## src/hdl/slg_consts.vh

```
/*
  Constants for the stack limit and RAM guard block.
  Assumes a 16-bit data space with byte addresses and word-aligned stack.
*/
`ifndef SLG_CONSTS_VH
`define SLG_CONSTS_VH

`define SLG_DW          16
`define SLG_WORD_STEP   16'h0002
`define SLG_SFR_TOP     16'h0800
`define SLG_ALIGN_MASK  16'hfffe
`define SLG_SP_RESET    16'h0800
`define SLG_PC_MSB_W    8
`define SLG_PC_TOP_BIT  7
`define SLG_ZERO16      16'h0000

`endif

```

## src/hdl/slg_stack_guard.v

```verilog
/*
  Stack pointer management, stack-error checking and secure RAM guard.
  Assumes the core presents one stack operation or one stack-pointer-based
  access per cycle, and names which flash segment the current code runs from.
*/
// What this block does
// - Stack pointer points at first free word, grows upward
// - Pop predecrements then reads; push writes then increments
// - Call push zero-extends counter MSB bits 6:0; MSB bit 7 is cleared
// - Exception push pairs status low byte with MSB
// - Limit register sets upper bound, no reset value
// - Limit register bit 0 reads zero once the limit is loaded
// - Every stack-pointer address compared against limit
// - Push at limit passes; next push traps
// - Stack address below 0x0800 raises underflow trap
// - Boot secure RAM only from boot flash code
// - Secure segment RAM only from secure flash code
`include "slg_consts.vh"

module slg_stack_guard (
  input  wire        clk,
  input  wire        nrst,
  input  wire        spWriteEn,
  input  wire [15:0] spWriteData,
  input  wire        limitWriteEn,
  input  wire [15:0] limitWriteData,
  input  wire        pushReq,
  input  wire        popReq,
  input  wire [1:0]  pushKind,
  input  wire [15:0] pushData,
  input  wire [7:0]  pcMsb,
  input  wire [7:0]  status_low_byte,
  input  wire        spEaValid,
  input  wire [15:0] spEa,
  input  wire        ramAccess,
  input  wire [15:0] ramAddr,
  input  wire        bootRamProtEn,
  input  wire [15:0] bootRamStart,
  input  wire [15:0] bootRamEnd,
  input  wire        secRamProtEn,
  input  wire [15:0] secRamStart,
  input  wire [15:0] secRamEnd,
  input  wire        execFromBoot,
  input  wire        execFromSecure,
  output reg  [15:0] stack_pointer_reg,
  output reg  [15:0] stack_limit_reg,
  output reg         stackMemWrite,
  output reg         stackMemRead,
  output reg  [15:0] stackMemAddr,
  output reg  [15:0] stackMemWData,
  output reg         stackErrTrap,
  output reg         ramAccessGrant,
  output reg         ramAccessBlocked
);

  // ----------------------------------------------------------------
  // Push kinds and segment indices
  // ----------------------------------------------------------------
  localparam [1:0]   KIND_DATA = 2'h0;
  localparam [1:0]   KIND_CALL = 2'h1;
  localparam [1:0]   KIND_EXC  = 2'h2;

  localparam integer SEG_COUNT = 2;
  localparam integer SEG_BOOT  = 0;
  localparam integer SEG_SEC   = 1;

  // ----------------------------------------------------------------
  // Helper functions
  // ----------------------------------------------------------------
  // Inclusive window test, shared by both protected segments.
  function inRange;
    input [15:0] addr;
    input [15:0] lo;
    input [15:0] hi;
    begin
      inRange = (addr >= lo) && (addr <= hi);
    end
  endfunction

  // Word alignment for the pointer load and the limit load alike.
  function [15:0] alignWord;
    input [15:0] value;
    begin
      alignWord = value & `SLG_ALIGN_MASK;
    end
  endfunction

  // Push at the limit itself passes; only an address beyond it traps.
  function aboveLimit;
    input [15:0] addr;
    input [15:0] limit;
    begin
      aboveLimit = addr > limit;
    end
  endfunction

  // Keeps the stack out of the special-function register space.
  function belowFloor;
    input [15:0] addr;
    begin
      belowFloor = addr < `SLG_SFR_TOP;
    end
  endfunction

  // ----------------------------------------------------------------
  // Stack operation decode
  // ----------------------------------------------------------------
  // A pointer load wins over a push or pop in the same cycle, and the
  // losing operation must neither touch memory nor raise a trap.
  wire        pointerLoad;
  wire        doPush;
  wire        doPop;
  wire        stackOp;
  wire        otherEa;
  wire [15:0] pushAddr;
  wire [15:0] popAddr;

  assign pointerLoad = spWriteEn;
  assign doPush      = pushReq & ~popReq & ~spWriteEn;
  assign doPop       = popReq & ~pushReq & ~spWriteEn;
  assign stackOp     = doPush | doPop;
  assign otherEa     = spEaValid & ~stackOp;
  assign pushAddr    = stack_pointer_reg;
  assign popAddr     = stack_pointer_reg - `SLG_WORD_STEP;

  // ----------------------------------------------------------------
  // Pushed word
  // ----------------------------------------------------------------
  reg  [15:0] pushWord;

  always @* begin
    pushWord = pushData;
    case (pushKind)
      KIND_CALL: begin
        pushWord = {{`SLG_PC_MSB_W{1'b0}}, 1'b0, pcMsb[`SLG_PC_TOP_BIT-1:0]};
      end
      KIND_EXC: begin
        pushWord = {status_low_byte, pcMsb};
      end
      KIND_DATA: begin
        pushWord = pushData;
      end
      default: begin
        pushWord = pushData;
      end
    endcase
  end

  // ----------------------------------------------------------------
  // Next pointer and operation address
  // ----------------------------------------------------------------
  reg  [15:0] stack_pointer_next;
  reg  [15:0] opAddr;

  always @* begin
    stack_pointer_next = stack_pointer_reg;
    opAddr             = stack_pointer_reg;
    if (pointerLoad) begin
      stack_pointer_next = alignWord(spWriteData);
    end else if (doPush) begin
      opAddr             = pushAddr;
      stack_pointer_next = stack_pointer_reg + `SLG_WORD_STEP;
    end else if (doPop) begin
      opAddr             = popAddr;
      stack_pointer_next = popAddr;
    end
  end

  // ----------------------------------------------------------------
  // Stack bounds checking
  // ----------------------------------------------------------------
  // Until software loads the limit the overflow result is unknown.
  reg         overflowHit;
  reg         underflowHit;
  wire        trapNext;

  always @* begin
    overflowHit  = 1'b0;
    underflowHit = 1'b0;
    if (stackOp) begin
      overflowHit  = aboveLimit(opAddr, stack_limit_reg);
      underflowHit = belowFloor(opAddr);
    end else if (otherEa) begin
      overflowHit  = aboveLimit(spEa, stack_limit_reg);
      underflowHit = belowFloor(spEa);
    end
  end

  assign trapNext = overflowHit | underflowHit;

  // ----------------------------------------------------------------
  // Secure RAM guard
  // ----------------------------------------------------------------
  wire [SEG_COUNT-1:0]          segProtEn;
  wire [SEG_COUNT-1:0]          segExecOwn;
  wire [SEG_COUNT*`SLG_DW-1:0]  segStart;
  wire [SEG_COUNT*`SLG_DW-1:0]  segEnd;
  wire [SEG_COUNT-1:0]          segDeny;
  wire                          ramDeny;

  assign segProtEn[SEG_BOOT]                       = bootRamProtEn;
  assign segProtEn[SEG_SEC]                        = secRamProtEn;
  assign segExecOwn[SEG_BOOT]                      = execFromBoot;
  assign segExecOwn[SEG_SEC]                       = execFromSecure;
  assign segStart[SEG_BOOT*`SLG_DW +: `SLG_DW]     = bootRamStart;
  assign segStart[SEG_SEC*`SLG_DW +: `SLG_DW]      = secRamStart;
  assign segEnd[SEG_BOOT*`SLG_DW +: `SLG_DW]       = bootRamEnd;
  assign segEnd[SEG_SEC*`SLG_DW +: `SLG_DW]        = secRamEnd;

  // Each segment is open only to code from its own flash segment.
  genvar seg;
  generate
    for (seg = 0; seg < SEG_COUNT; seg = seg + 1) begin : g_seg
      assign segDeny[seg] = segProtEn[seg]
                          & inRange(ramAddr,
                                    segStart[seg*`SLG_DW +: `SLG_DW],
                                    segEnd[seg*`SLG_DW +: `SLG_DW])
                          & ~segExecOwn[seg];
    end
  endgenerate

  assign ramDeny = |segDeny;

  // ----------------------------------------------------------------
  // Stack pointer register
  // ----------------------------------------------------------------
  always @(posedge clk or negedge nrst) begin
    if (!nrst) begin
      stack_pointer_reg <= `SLG_SP_RESET;
    end else begin
      stack_pointer_reg <= stack_pointer_next;
    end
  end

  // ----------------------------------------------------------------
  // Stack memory strobes
  // ----------------------------------------------------------------
  always @(posedge clk or negedge nrst) begin
    if (!nrst) begin
      stackMemWrite <= 1'b0;
      stackMemRead  <= 1'b0;
    end else begin
      stackMemWrite <= doPush;
      stackMemRead  <= doPop;
    end
  end

  always @(posedge clk or negedge nrst) begin
    if (!nrst) begin
      stackMemAddr  <= `SLG_ZERO16;
      stackMemWData <= `SLG_ZERO16;
    end else begin
      stackMemAddr  <= opAddr;
      stackMemWData <= pushWord;
    end
  end

  // ----------------------------------------------------------------
  // Trap request
  // ----------------------------------------------------------------
  always @(posedge clk or negedge nrst) begin
    if (!nrst) begin
      stackErrTrap <= 1'b0;
    end else begin
      stackErrTrap <= trapNext;
    end
  end

  // ----------------------------------------------------------------
  // RAM access verdict
  // ----------------------------------------------------------------
  always @(posedge clk or negedge nrst) begin
    if (!nrst) begin
      ramAccessGrant   <= 1'b0;
      ramAccessBlocked <= 1'b0;
    end else begin
      ramAccessGrant   <= ramAccess & ~ramDeny;
      ramAccessBlocked <= ramAccess & ramDeny;
    end
  end

  // ----------------------------------------------------------------
  // Stack limit register
  // ----------------------------------------------------------------
  // Limit is deliberately left out of reset: software must load it.
  always @(posedge clk) begin
    if (limitWriteEn) begin
      stack_limit_reg <= alignWord(limitWriteData);
    end
  end

endmodule // slg_stack_guard

```

## config.mk

```make
export PLATFORM = sky130hd
export DESIGN_NAME = slg_stack_guard
export DESIGN_NICKNAME = d
export VERILOG_FILES = /design/src/hdl/slg_stack_guard.v
export VERILOG_INCLUDE_DIRS = /design/src /design/src/hdl
export SDC_FILE = /design/constraint.sdc
export NUM_CORES = 1
export LEC_CHECK = 0
export BUFFER_PORTS_ARGS = -buffer_cell sky130_fd_sc_hd__clkbuf_2
export CAP_MARGIN = 20
export CELL_PAD_IN_SITES_DETAIL_PLACEMENT = 0
export CELL_PAD_IN_SITES_GLOBAL_PLACEMENT = 1
export CORE_ASPECT_RATIO = 0.75
export CORE_UTILIZATION = 34
export CTS_BUF_LIST = sky130_fd_sc_hd__clkbuf_16
export CTS_CLUSTER_SIZE = 8
export DETAILED_ROUTE_END_ITERATION = 7
export MAX_ROUTING_LAYER = met4
export PLACE_DENSITY_LB_ADDON = 0.1
export SLEW_MARGIN = 25
export SYNTH_ARGS = -nofsm -noshare
export SYNTH_HDL_FRONTEND = slang
export SYNTH_SLANG_ARGS = --single-unit
```

## constraint.sdc

```tcl
create_clock -name clk -period 3.8 [get_ports clk]
set_clock_uncertainty 0.1 [all_clocks]
set_input_delay 0.19 -clock clk [delete_from_list [all_inputs] [get_ports clk]]
set_output_delay 0.19 -clock clk [all_outputs]
set_load 0.02 [all_outputs]
```

==> impl_table.tex, run 1 <==
\begin{tabular}{lr}
\hline
Metric & Value \\
\hline
\multicolumn{2}{l}{\textbf{Die}} \\
\quad Total Die Area & between 15,000 and 20,000 sq um \\
\quad Top Ports & 243 \\
\quad Chip width & between 100 and 150 microns \\
\quad Core Rows & 38 \\
\quad Initial core utilization & a little over a third \\
\quad Die outline height & approximately 110 microns \\
\quad Floorplan Core Area & $\sim$15,000 sq um \\
\multicolumn{2}{l}{\textbf{Clock network}} \\
\quad Clock-pin transition on the worst setup and hold timing paths & approximately 0.060 ns \\
\quad Total number of clock tree sinks & 66 \\
\quad Worst-skew pair later-pin latency & approximately 0.33 ns \\
\quad TritonCTS clock tree & built \\
\quad Buffer type at the clock tree root & sky130\_fd\_sc\_hd\_\_clkbuf\_16 \\
\quad TritonCTS buffer count & 9 \\
\quad Post-cts gate resize count & 0 \\
\quad Count of H-tree levels built during CTS & 3 \\
\quad Buffer levels on the longest clock path & 2 \\
\multicolumn{2}{l}{\textbf{Run}} \\
\quad Maximum capacitance violations & 0 \\
\multicolumn{2}{l}{\textbf{Logic synthesis}} \\
\quad Count of flip-flops with a built-in enable after synthesis & 15 \\
\quad Number of instances in the synthesized netlist & 570 \\
\quad Mapped cell area & 5200 sq um \\
\quad Sequential cell area fraction in the yosys report & 33.2\% \\
\quad Fraction of synthesized cell area taken by the top area cell type & between 20\% and 30\% \\
\quad Warning count from the yosys run & 0 \\
\quad \#FFs+latches synth & 66 \\
\quad Yosys top cell by area & sky130\_fd\_sc\_hd\_\_dfrtp\_1 \\
\quad Number of distinct standard cells referenced by the synthesized netlist & between 50 and 60 \\
\quad Mean post-synth cell area & about 9.1 sq um \\
\quad Cell types with the largest area share after synthesis & sky130\_fd\_sc\_hd\_\_dfrtp\_1 (24\%), sky130\_fd\_sc\_hd\_\_ha\_1 (24\%), sky130\_fd\_sc\_hd\_\_edfxtp\_1 (8.7\%) \\
\quad Fraction of registers with async set/reset & between 70 and 80\% \\
\quad Main synth FF type & sky130\_fd\_sc\_hd\_\_dfrtp\_1 \\
\multicolumn{2}{l}{\textbf{STA}} \\
\quad RSZ-0062 raised after global routing & no \\
\quad Final setup viols & 0 \\
\quad Final Hold Fails & 0 \\
\quad Final Max Slew Viols & 0 \\
\quad Final total negative setup slack & 0 ns \\
\quad Post-route fraction of the period consumed by the critical path & between 90\% and 100\% \\
\quad Transition time of the tightest slew-check pin & about 0.62 ns \\
\quad Remaining max-slew budget at the tightest pin & between 50 and 60\% \\
\quad Final critical path time including I/O delays and setup & 3.43 ns \\
\quad Peak Freq & roughly 290 MHz \\
\multicolumn{2}{l}{\textbf{Routing}} \\
\quad Overall routed net length & roughly 16 mm \\
\quad Remaining number of nets flagged by the antenna check after routing & 0 \\
\quad Mean number of vias per cell & approximately 4.7 \\
\quad Average routed wire per standard cell & 14.7 microns \\
\quad DR iter-0 viols & a little under 200 \\
\quad Number of remaining DRC errors & 0 \\
\quad Vias post-DR & around 5,100 \\
\quad Detailed-router iteration count before antenna repair & 4 \\
\multicolumn{2}{l}{\textbf{Min path}} \\
\quad Terminating pin of the worst hold path & stackErrTrap\$\_DFF\_PN0\_ \\
\quad Hold crit path type & in2reg \\
\quad Hold path cells & 3 \\
\quad HP Start & spEaValid \\
\multicolumn{2}{l}{\textbf{Power and ir drop}} \\
\quad Reported leakage power & about 4.1 nW \\
\quad Part of the power in the clock network & a little over a third \\
\quad Internal power & 1.68 mW \\
\quad Total power density per cell area & $\sim$320 nW/um\^{}2 \\
\quad Fraction of power spent switching nets & a little under a third \\
\quad Sequential power share & roughly a third \\
\quad Proportion of power drawn by combinational gates & a little under a third \\
\quad Switch Pwr & around 0.77 mW \\
\quad Worst ir drop on vdd & between 150 and 200 uV \\
\quad Post-layout total power & 2.45 mW \\
\multicolumn{2}{l}{\textbf{Critical path}} \\
\quad Kind of start point of the critical path & flop \\
\quad Critical path type & reg2reg \\
\quad Worst setup path startpoint & stack\_pointer\_reg[3]\$\_DFF\_PN0\_ \\
\quad FF-to-FF Start & stack\_pointer\_reg[3]\$\_DFF\_PN0\_ \\
\quad Crit path max fanout & 6 \\
\quad Worst Path Arrival & between 3 and 4 ns \\
\quad Number of cells on the worst reg-to-reg path & 11 \\
\quad Data required time of the critical path & between 3 and 4 ns \\
\quad Setup crit end kind & flop \\
\quad Flop-to-flop setup slack & between 0.3 and 0.4 ns \\
\quad Worst reg2reg endpoint & stackErrTrap\$\_DFF\_PN0\_ \\
\multicolumn{2}{l}{\textbf{Final layout}} \\
\quad Register with the highest flop count & stackMemWData \\
\quad Proportion of layout cells with a drive suffix above 1 & 30.4\% \\
\quad Area taken by flip-flops and latches & roughly 1700 sq um \\
\quad Number of nets in the layout & roughly 1,100 \\
\quad Antenna cells & 0 \\
\quad Syn-to-layout area delta & 45.2\% \\
\quad Fill cells & 1,421 \\
\quad Number of flip-flops in the largest register & 16 \\
\quad Combined area of the multi-input logic cells & $\sim$3000 sq um \\
\multicolumn{2}{l}{\textbf{GRT}} \\
\quad Number of antenna violations at the first check in global routing & 0 \\
\quad All-layer global routing usage & between 20\% and 30\% \\
\quad Via count of the first global-routing pass & between 5,000 and 6,000 \\
\quad Maximum number of pins on one net before global-route repair & 39 \\
\quad Overflow left after global routing & 0 \\
\quad First-pass GRT wire length & 24.8 mm \\
\multicolumn{2}{l}{\textbf{Status}} \\
\quad Run status & finished clean \\
\multicolumn{2}{l}{\textbf{Placement}} \\
\quad Input/output buffers & 237 \\
\quad GPL Wtd Cong & between 0.8 and 0.9 \\
\quad Detailed placer's ending HPWL & about 14 mm \\
\hline
\end{tabular}
==> Yosys cell counts, drive strengths merged, types with 2 or more instances <==
cell type and instances:
a31oi 5, ha 98, nor2b 10, a22o 8, o31ai 3, nand3b 2
xor2 18, a21o 18, edfxtp 15, o211ai 2, a41oi 3, a21boi 3
nor4 7, nand4 19, a22oi 3, or2 2, buf 11, a211oi 4
o21ai 37, clkbuf 8, nor2 24, nand4b 2, and3 7, xnor2 9
nor3 9, nand2 50, nand3 5, a21oi 27, or4 5, dfrtp 50
inv 83, nand2b 5
==> metal layers <==
layer / share of wire (%) / GRT usage, %
met5: 0 / -
met1: 48 / 27.5
met3: 7.2 / 5.67
met4: 0.95 / 4.06
met2: 44 / 34.6
==> stage by stage <==
stage	cells	worst slack [ns]	cell area (sq um)	hold slack [ns]	utilization, %
final	1076	0.365	7550	0.138	51.4
after floorplan	572	0.640	5210	-0.206	-
after CTS	1076	0.372	7550	0.111	51.4
after detailed placement	996	0.391	6600	0.0124	44.9
after global placement	996	0.461	6600	0.0108	44.9
after global routing	1076	0.0670	7550	0.133	51.4
==> layout make-up <==
class	instances	share of cell area (%)
tap	200	3.31
timing repair buffer	307	24.8
sequential	66	22.9
inverter	83	4.13
clock buffer	10	3.31
clock inverter	6	0.861
multi-input combinational	404	40.7
==> cells in the final DEF (no fill, tap or decap), types with 18 or more instances in the layout <==
master / instances
sky130_fd_sc_hd__o21ai_0: 32
sky130_fd_sc_hd__a21oi_1: 27
sky130_fd_sc_hd__nand2_1: 50
sky130_fd_sc_hd__inv_1: 84
sky130_fd_sc_hd__clkbuf_2: 237
sky130_fd_sc_hd__xor2_1: 18
sky130_fd_sc_hd__dfrtp_1: 50
sky130_fd_sc_hd__a21o_1: 18
sky130_fd_sc_hd__dlygate4sd3_1: 64
sky130_fd_sc_hd__nor2_1: 24
sky130_fd_sc_hd__ha_1: 98
sky130_fd_sc_hd__nand4_1: 18
==> power by group through the flow <==
stage | Combinational (mW) | Sequential [mW] | Clock, mW
finish | 0.734 | 0.855 | 0.860
global route | 0.830 | 0.865 | 0.919
CTS | 0.741 | 0.856 | 0.894
detailed placement | 0.674 | 0.867 | 0
global placement | 0.660 | 0.865 | 0
floorplan | 0.321 | 0.934 | 0
==> worst max-delay path by stage <==
stage / end / slack [ns] / cells past startpoint
2_1_floorplan: stackErrTrap$_DFF_PN0_ / 0.64 / 11
3_3_place_gp: stackErrTrap$_DFF_PN0_ / 0.46 / 11
3_5_place_dp: stackErrTrap$_DFF_PN0_ / 0.39 / 11
4_1_cts: stackErrTrap$_DFF_PN0_ / 0.37 / 11
5_1_grt: stackErrTrap$_DFF_PN0_ / 0.07 / 11
6_report: stackErrTrap$_DFF_PN0_ / 0.37 / 11
==> cells by family after synthesis <==
logic type,Yosys count,share of synthesized area [%]
AOI/OAI and AO/OA,123,15.0
xor gates and xnor gates,27,4.55
DFF,66,33.2
other,1,0.0721
and+or+nand+nor,152,15.6
buffers and inverters,102,7.82
muxes,1,0.192
adders and majority gates,98,23.6
==> worst max-delay path, stage by stage, from the launching register on <==
cell and delay (ns):
sky130_fd_sc_hd__dfrtp_1 0.46, sky130_fd_sc_hd__nor4b_4 0.48, sky130_fd_sc_hd__nand2_1 0.14, sky130_fd_sc_hd__nor3_1 0.40
sky130_fd_sc_hd__xor2_1 0.25, sky130_fd_sc_hd__ha_1 0.28, sky130_fd_sc_hd__a21o_1 0.17, sky130_fd_sc_hd__a221o_1 0.32
sky130_fd_sc_hd__a221oi_1 0.34, sky130_fd_sc_hd__o21ai_0 0.14, sky130_fd_sc_hd__o31ai_1 0.09, sky130_fd_sc_hd__a32oi_1 0.14
==> repair_timing <==
action                    in CTS  in global routing
hold endpoints to repair      61                  0
hold buffers                  64                  0
buffers inserted               0                  0
No activity file was read; power rests on OpenSTA's default activity.
==> run 2: changes to the inputs <==
- CAP_MARGIN: 20 -> 25
- CORE_UTILIZATION: 34 -> 31
- PLACE_DENSITY: unset -> 0.75
- PLACE_DENSITY_LB_ADDON: 0.1 -> unset
- clock period: 3.8 -> 3.1 ns (I/O delays scaled with it)
==> run 2 against run 1 <==
Effect of this change:
- via count rose by 2.0%
- sequential share of layout area is 0.87 points lower
- sequential power grew 22%
- combinational power grew 34%
- die area rose by 9.5%
- first-iteration DRC count decreased by 11%
- register-to-register slack worse by 0.32 ns
- flip-flop and latch count unchanged
==> impl_table.tex, run 2 (same netlist as run 1, synthesis figures left out) <==
\begin{tabular}{lr}
\hline
Metric & Value \\
\hline
\multicolumn{2}{l}{\textbf{Routing}} \\
\quad Mean number of vias per cell & 4.66 (-1.6\%) \\
\quad Detail Route met3 WL & 933 microns (-18\%) \\
\quad Detailed-router iteration count before antenna repair & 5 (+1) \\
\quad Routed length on met1 & 8.06 mm (+5.3\%) \\
\quad Number of remaining DRC errors & 0 (unchanged) \\
\quad DR iter-0 viols & 173 (-11\%) \\
\quad Remaining number of nets flagged by the antenna check after routing & 0 (unchanged) \\
\quad Average routed wire per standard cell & 15.2 microns (+2.9\%) \\
\quad Total length of routed met2 wires & 7.56 mm (+9.3\%) \\
\quad Overall routed net length & 16.9 mm (+6.7\%) \\
\quad Top routing layer in use & met4 \\
\quad Vias post-DR & 5,194 (+2.0\%) \\
\multicolumn{2}{l}{\textbf{Final layout}} \\
\quad Number of flip-flops in the largest register & 16 (unchanged) \\
\quad Antenna cells & 0 (unchanged) \\
\quad Commonest cells after routing, fill and taps aside & sky130\_fd\_sc\_hd\_\_clkbuf\_2 (237), sky130\_fd\_sc\_hd\_\_ha\_1 (98), sky130\_fd\_sc\_hd\_\_inv\_1 (84), sky130\_fd\_sc\_hd\_\_dlygate4sd3\_1 (64) \\
\quad Number of nets in the layout & 1,172 (+2.5\%) \\
\quad Proportion of layout cells with a drive suffix above 1 & 34.4\% (+4.0 points) \\
\quad Most common library cell in the layout ignoring fill and taps & sky130\_fd\_sc\_hd\_\_clkbuf\_2 \\
\quad Syn-to-layout area delta & 51.1\% \\
\quad Number of standard cells in the layout, taps in and fillers out & 1,115 (+3.6\%) \\
\quad Fin util & 48.5\% (-2.9 points) \\
\quad Register with the highest flop count & stackMemWData \\
\multicolumn{2}{l}{\textbf{STA}} \\
\quad Final critical path time including I/O delays and setup & 3.06 ns (-0.379 ns) \\
\quad Final setup viols & 0 (unchanged) \\
\quad Peak Freq & 327 MHz (+12\%) \\
\quad Post-route fraction of the period consumed by the critical path & 98.6\% (+8.2 points) \\
\quad Remaining max-slew budget at the tightest pin & 52.2\% (-6.2 points) \\
\quad Final critical-path setup slack & 0.0440 ns (-0.321 ns) \\
\quad RSZ-0062 raised after global routing & yes \\
\quad Final Hold Fails & 0 (unchanged) \\
\quad Transition time of the tightest slew-check pin & 0.718 ns (+0.0930 ns) \\
\quad Final Max Slew Viols & 0 (unchanged) \\
\quad WHS & 0.111 ns (-0.0267 ns) \\
\multicolumn{2}{l}{\textbf{Critical path}} \\
\quad Worst Path Arrival & 3.15 ns (-0.37 ns) \\
\quad Crit path max fanout & 4 (-2) \\
\quad Critical path type & reg2reg \\
\quad Setup crit end kind & flop \\
\quad Data required time of the critical path & 3.19 ns (-0.69 ns) \\
\quad Kind of start point of the critical path & flop \\
\quad Flop-to-flop setup slack & 0.04 ns (-0.32 ns) \\
\multicolumn{2}{l}{\textbf{Clock network}} \\
\quad Count of H-tree levels built during CTS & 3 (unchanged) \\
\quad Buffer levels on the longest clock path & 2 (unchanged) \\
\quad Worst-skew pair later-pin latency & 0.34 ns (about the same) \\
\quad Total number of clock tree sinks & 66 (unchanged) \\
\quad Clock-pin transition on the worst setup and hold timing paths & 0.05 ns (about the same) \\
\quad Buffer type at the clock tree root & sky130\_fd\_sc\_hd\_\_clkbuf\_16 \\
\quad TritonCTS clock tree & built \\
\quad TritonCTS buffer count & 9 (unchanged) \\
\multicolumn{2}{l}{\textbf{Placement}} \\
\quad DP Worst Slack & -0.107 ns (-0.498 ns) \\
\quad GPL Wtd Cong & 0.864 (-1.8\%) \\
\quad Input/output buffers & 237 (unchanged) \\
\quad Detailed placer's ending HPWL & 13.6 mm (+0.78\%) \\
\quad Cells after DPL & 1,027 (+3.1\%) \\
\multicolumn{2}{l}{\textbf{Power and ir drop}} \\
\quad Worst ir drop on vdd & 228 uV (+24\%) \\
\quad Part of the power in the clock network & 31.3\% (-3.8 points) \\
\quad Total power density per cell area & 375 nW/um\^{}2 (+16\%) \\
\quad Switch Pwr & 0.989 mW (+28\%) \\
\quad Internal power & 1.96 mW (+17\%) \\
\quad Reported leakage power & 4.30 nW (+3.9\%) \\
\quad Sequential power share & 35.3\% (+0.4 points) \\
\quad Fraction of power spent switching nets & 33.5\% (+1.9 points) \\
\quad Proportion of power drawn by combinational gates & 33.4\% (+3.4 points) \\
\multicolumn{2}{l}{\textbf{Die}} \\
\quad Total Die Area & 17,300 sq um (+9.5\%) \\
\quad Initial core utilization & 32.1\% (-3.3 points) \\
\quad Die outline height & 114 microns (+4.6\%) \\
\quad Chip width & 152 microns (+4.7\%) \\
\quad Top Ports & 243 (unchanged) \\
\quad Floorplan Core Area & 16,200 sq um (+10\%) \\
\quad Core Rows & 40 (+5.3\%) \\
\multicolumn{2}{l}{\textbf{GRT}} \\
\quad Maximum number of pins on one net before global-route repair & 35 (-10\%) \\
\quad First-pass GRT wire length & 26.0 mm (+4.6\%) \\
\quad Overflow left after global routing & 0 (unchanged) \\
\quad All-layer global routing usage & 20.5\% (-1.1 points) \\
\quad Number of antenna violations at the first check in global routing & 0 (unchanged) \\
\quad Via count of the first global-routing pass & 5,114 (-1.3\%) \\
\multicolumn{2}{l}{\textbf{Status}} \\
\quad Run status & finished clean \\
\multicolumn{2}{l}{\textbf{Run}} \\
\quad Maximum capacitance violations & 0 (unchanged) \\
\multicolumn{2}{l}{\textbf{Min path}} \\
\quad Hold crit path type & in2reg \\
\hline
\end{tabular}
[run 2: cell types whose count changed in the layout (fill, tap and decap cells not counted), sizes merged]
cell / before / now
buf: 6 / 35
bufinv: 1 / 0
clkinv: 4 / 5
inv: 84 / 85
clkbuf: 247 / 246
[run 2: final cells by class]
class                      instances  area (sq um)
fill                            1597          8350
multi-input combinational        404          3200
timing repair buffer             336          2090
sequential                        66          1730
inverter                          83           312
tap                              210           263
clock buffer                       9           225
clock inverter                     7          37.5
[run 2: per-layer routing]
layer  vias up  track usage [%]
li1       2663                -
met1      2329             27.2
met2       178             31.2
met3        24             4.26
met4         0             6.07
met5         -                -
[run 2: power groups by stage]
| stage | Combinational, mW | Clock (mW) | Sequential (mW) |
|---|---|---|---|
| final | 0.986 | 0.923 | 1.04 |
| after global routing | 1.10 | 0.993 | 1.05 |
| after CTS | 0.963 | 0.957 | 1.03 |
| after detailed placement | 0.881 | 0 | 1.05 |
| after global placement | 0.873 | 0 | 1.05 |
| after floorplan | 0.395 | 0 | 1.14 |
[run 2: what timing repair did]
action / CTS / global route
resized for setup: 3 / 19
buffers inserted: 0 / 8
endpoints found under the setup margin: 1 / 1
endpoints found under the hold margin: 71 / 0
pin swaps: 1 / 13
hold buffers: 64 / 0
[run 2: final timing paths]
kind	start	to	depth (start not counted)
worst min register to register	stack_pointer_reg[1]$_DFF_PN0_	stackMemAddr[1]$_DFF_PN0_	2
max in group asynchronous	nrst	stackMemWData[6]$_DFF_PN0_	3
worst min-delay path	spEaValid	stackErrTrap$_DFF_PN0_	3
worst max-delay path	stack_pointer_reg[5]$_DFF_PN0_	stackErrTrap$_DFF_PN0_	10
min in group asynchronous	nrst	stackMemAddr[8]$_DFF_PN0_	2
worst max register to register	stack_pointer_reg[5]$_DFF_PN0_	stackErrTrap$_DFF_PN0_	10
[run 2: per-stage QoR]
| stage | power, mW | TNS [ns] | instance area (sq um) |
|---|---|---|---|
| after floorplan | 1.54 | 0 | 5220 |
| after global placement | 1.92 | -0.0167 | 6780 |
| after detailed placement | 1.93 | -0.107 | 6780 |
| after CTS | 2.96 | 0 | 7700 |
| after global routing | 3.15 | -0.0606 | 7860 |
| final | 2.95 | 0 | 7860 |
[run 2: critical path: stages (launching register included)]
cell and delay [ns]:
sky130_fd_sc_hd__dfrtp_2 0.44, sky130_fd_sc_hd__or4_4 0.59, sky130_fd_sc_hd__nor3_2 0.20, sky130_fd_sc_hd__xor2_1 0.25, sky130_fd_sc_hd__ha_1 0.29, sky130_fd_sc_hd__a21o_1 0.16
sky130_fd_sc_hd__a221o_1 0.34, sky130_fd_sc_hd__a221oi_2 0.25, sky130_fd_sc_hd__o21ai_1 0.10, sky130_fd_sc_hd__o31ai_1 0.07, sky130_fd_sc_hd__a32oi_1 0.13
==> run 3: changes to the inputs <==
- CORE_ASPECT_RATIO: 0.75 -> unset
- SKIP_CTS_REPAIR_TIMING: unset -> 1
==> run 3 against run 2 <==
Effect of this change:
- the run now ends with negative hold slack left
- sequential share of layout area up 0.081 points
- fmax rose by 0.27%
- total power is 8.5% higher
- clock power is 30% higher
- final cell count shrank 0.63%
- final area decreased by 0.51%
- worst hold slack got worse by 0.13 ns
- die area about the same
- core utilization increased by 0.053 points
- global-route usage down 1.0 points
- largest cell class unchanged
- highest routed layer unchanged
==> impl_table.tex, run 3 (same netlist as run 1, synthesis figures left out) <==
\begin{tabular}{lr}
\hline
Metric & Value \\
\hline
\multicolumn{2}{l}{\textbf{Final layout}} \\
\quad Proportion of layout cells with a drive suffix above 1 & 33.3\% (-1.1 points) \\
\quad Commonest cells after routing, fill and taps aside & sky130\_fd\_sc\_hd\_\_clkbuf\_2 (236), sky130\_fd\_sc\_hd\_\_ha\_1 (97), sky130\_fd\_sc\_hd\_\_inv\_1 (83), sky130\_fd\_sc\_hd\_\_dlygate4sd3\_1 (63), sky130\_fd\_sc\_hd\_\_dfrtp\_1 (50) \\
\quad Syn-to-layout area delta & 50.3\% \\
\quad Fill cells & 1,562 (-2.2\%) \\
\quad Number of standard cells in the layout, taps in and fillers out & 1,108 (-0.63\%) \\
\quad Most common library cell in the layout ignoring fill and taps & sky130\_fd\_sc\_hd\_\_clkbuf\_2 \\
\quad Finished layout cell area & 7820 sq um (-0.51\%) \\
\quad Fin util & 48.5\% (+0.053 points) \\
\quad Register with the highest flop count & stackMemWData \\
\quad Antenna cells & 0 (unchanged) \\
\quad Number of flip-flops in the largest register & 16 (unchanged) \\
\quad Number of nets in the layout & 1,159 (-1.1\%) \\
\multicolumn{2}{l}{\textbf{Die}} \\
\quad Floorplan Core Area & 16,100 sq um (-0.62\%) \\
\quad Die outline height & 132 microns (+15\%) \\
\quad Total Die Area & 17,300 sq um (about the same) \\
\quad Top Ports & 243 (unchanged) \\
\quad Core Rows & 46 (+15\%) \\
\quad Chip width & 132 microns (-13\%) \\
\quad Initial core utilization & 32.3\% (+0.20 points) \\
\multicolumn{2}{l}{\textbf{STA}} \\
\quad WHS & -0.0165 ns (-0.128 ns) \\
\quad Final critical path time including I/O delays and setup & 3.05 ns (-0.00819 ns) \\
\quad RSZ-0062 raised after global routing & yes \\
\quad Final critical-path setup slack & 0.0522 ns (+0.00819 ns) \\
\quad Remaining max-slew budget at the tightest pin & 39.9\% (-12 points) \\
\quad Peak Freq & 328 MHz (+0.27\%) \\
\quad Transition time of the tightest slew-check pin & 0.902 ns (+0.184 ns) \\
\quad Final Hold Fails & 1 (+1) \\
\quad Final setup viols & 0 (unchanged) \\
\quad Final Max Slew Viols & 0 (unchanged) \\
\quad Post-route fraction of the period consumed by the critical path & 98.3\% (-0.26 points) \\
\multicolumn{2}{l}{\textbf{Routing}} \\
\quad Mean number of vias per cell & 4.66 (about the same) \\
\quad Average routed wire per standard cell & 15.1 microns (-0.69\%) \\
\quad Detailed-router iteration count before antenna repair & 7 (+2) \\
\quad Number of remaining DRC errors & 0 (unchanged) \\
\quad Overall routed net length & 16.7 mm (-1.3\%) \\
\quad Vias post-DR & 5,165 (-0.56\%) \\
\quad DR iter-0 viols & 181 (+4.6\%) \\
\quad Remaining number of nets flagged by the antenna check after routing & 0 (unchanged) \\
\multicolumn{2}{l}{\textbf{Critical path}} \\
\quad Maximum single-stage delay on the critical path & 0.61 ns (+0.02 ns) \\
\quad Critical-path top delay cell & sky130\_fd\_sc\_hd\_\_or4\_4 \\
\quad Flop-to-flop setup slack & 0.05 ns (about the same) \\
\quad Setup crit end kind & flop \\
\quad Data required time of the critical path & 3.20 ns (about the same) \\
\quad Worst Path Arrival & 3.15 ns (about the same) \\
\quad Series of cell instances along the critical path & or4\_4 -> nor4\_4 -> xor2\_1 -> ha\_1 -> and3\_4 -> a221o\_1 -> a221oi\_2 -> o21ai\_1 -> o31ai\_1 -> a32oi\_1 \\
\quad Kind of start point of the critical path & flop \\
\quad Critical path type & reg2reg \\
\quad Buf+Inv Stages, Crit Path & 0 (unchanged) \\
\quad Cell family contributing the most delay on the critical path & simple AND/OR/NAND/NOR gates \\
\quad Crit path max fanout & 3 (-1) \\
\multicolumn{2}{l}{\textbf{Placement}} \\
\quad Placement-stage cell area & 6740 sq um (-0.55\%) \\
\quad Cells after DPL & 1,027 (unchanged) \\
\quad Input/output buffers & 237 (unchanged) \\
\quad DP Worst Slack & -0.0142 ns (+0.0924 ns) \\
\quad GPL Wtd Cong & 0.876 (+1.4\%) \\
\quad Detailed placer's ending HPWL & 13.7 mm (+0.30\%) \\
\multicolumn{2}{l}{\textbf{Clock network}} \\
\quad Clock-pin transition on the worst setup and hold timing paths & 0.06 ns (about the same) \\
\quad TritonCTS buffer count & 9 (unchanged) \\
\quad Total number of clock tree sinks & 66 (unchanged) \\
\quad Worst-skew pair later-pin latency & 0.34 ns (about the same) \\
\quad Buffer levels on the longest clock path & 2 (unchanged) \\
\quad Buffer type at the clock tree root & sky130\_fd\_sc\_hd\_\_clkbuf\_16 \\
\quad Count of H-tree levels built during CTS & 3 (unchanged) \\
\quad TritonCTS clock tree & built \\
\multicolumn{2}{l}{\textbf{Power and ir drop}} \\
\quad Worst ir drop on vdd & 299 uV (+31\%) \\
\quad Reported leakage power & 4.26 nW (-0.89\%) \\
\quad Fraction of power spent switching nets & 31.1\% (-2.4 points) \\
\quad Proportion of power drawn by combinational gates & 29.9\% (-3.5 points) \\
\quad Part of the power in the clock network & 37.5\% (+6.2 points) \\
\quad Total power density per cell area & 409 nW/um\^{}2 (+9.1\%) \\
\quad Switch Pwr & 0.995 mW (+0.69\%) \\
\quad Sequential power share & 32.5\% (-2.8 points) \\
\quad Internal power & 2.21 mW (+12\%) \\
\quad Post-layout total power & 3.20 mW (+8.5\%) \\
\multicolumn{2}{l}{\textbf{Run}} \\
\quad Maximum capacitance violations & 0 (unchanged) \\
\multicolumn{2}{l}{\textbf{GRT}} \\
\quad Maximum number of pins on one net before global-route repair & 39 (+11\%) \\
\quad First-pass GRT wire length & 25.2 mm (-3.0\%) \\
\quad All-layer global routing usage & 19.5\% (-1.0 points) \\
\quad Via count of the first global-routing pass & 4,896 (-4.3\%) \\
\quad Overflow left after global routing & 0 (unchanged) \\
\quad Number of antenna violations at the first check in global routing & 0 (unchanged) \\
\multicolumn{2}{l}{\textbf{Status}} \\
\quad Failing checks & negative hold slack \\
\quad Run status & finished with violations \\
\multicolumn{2}{l}{\textbf{Min path}} \\
\quad Hold crit path type & in2reg \\
\hline
\end{tabular}
-- run 3: cell count changes in the layout (fill, tap and decap cells not counted), sizes merged --
cell	change
dlygate4sd3	-1
clkbuf	-1
clkinv	-2
buf	-11
bufinv	+3
inv	-1
-- run 3: worst reg2reg max path: stages (launching register included) --
cell                       delay, ns
sky130_fd_sc_hd__dfrtp_1        0.42
sky130_fd_sc_hd__or4_4          0.61
sky130_fd_sc_hd__nor4_4         0.26
sky130_fd_sc_hd__xor2_1         0.26
sky130_fd_sc_hd__ha_1           0.27
sky130_fd_sc_hd__and3_4         0.15
sky130_fd_sc_hd__a221o_1        0.31
sky130_fd_sc_hd__a221oi_2       0.24
sky130_fd_sc_hd__o21ai_1        0.09
sky130_fd_sc_hd__o31ai_1        0.08
sky130_fd_sc_hd__a32oi_1        0.13
-- run 3: area by class of cell --
cell class                      count  area [sq um]  share of cell area (%)
Multi-Input combinational cell    404          3170                    40.6
Timing Repair Buffer              323          1990                    25.4
Sequential cell                    66          1730                    22.1
Inverter                           83           312                    3.98
Tap cell                          216           270                    3.46
Clock buffer                        9           225                    2.88
Clock inverter                      7           125                    1.60
-- run 3: through the flow --
stage                     hold WS [ns]  TNS (ns)
after CTS                       -0.123   -0.0261
after global routing           0.00296   -0.0937
final                          -0.0165         0
after floorplan                 -0.241         0
after global placement           0.233         0
after detailed placement         0.234   -0.0142
-- run 3: path summary, 6_finish.rpt --
check,cells after the start,endpoint,from
worst max-delay path,10,stackErrTrap$_DFF_PN0_,stack_pointer_reg[7]$_DFF_PN0_
worst min-delay path,3,stackMemWData[10]$_DFF_PN0_,status_low_byte[2]
worst max register to register,10,stackErrTrap$_DFF_PN0_,stack_pointer_reg[7]$_DFF_PN0_
worst min register to register,1,stackMemAddr[7]$_DFF_PN0_,stack_pointer_reg[7]$_DFF_PN0_
max in group asynchronous,3,stackMemWData[9]$_DFF_PN0_,nrst
min in group asynchronous,2,stackMemAddr[12]$_DFF_PN0_,nrst
-- run 3: metal layers --
metal  GRT usage (%)  share of wire (%)
met1            23.5                 43
met2            33.2                 51
met3            3.86                5.2
met4            4.39                1.0
met5               -                  0
-- run 3: power groups by stage --
| stage | combinational, mW | sequential (mW) | clock, mW |
|---|---|---|---|
| after floorplan | 0.395 | 1.14 | 0 |
| after global placement | 0.865 | 1.05 | 0 |
| after detailed placement | 0.868 | 1.05 | 0 |
| after CTS | 0.873 | 1.03 | 1.22 |
| after global routing | 1.07 | 1.05 | 1.26 |
| final | 0.958 | 1.04 | 1.20 |
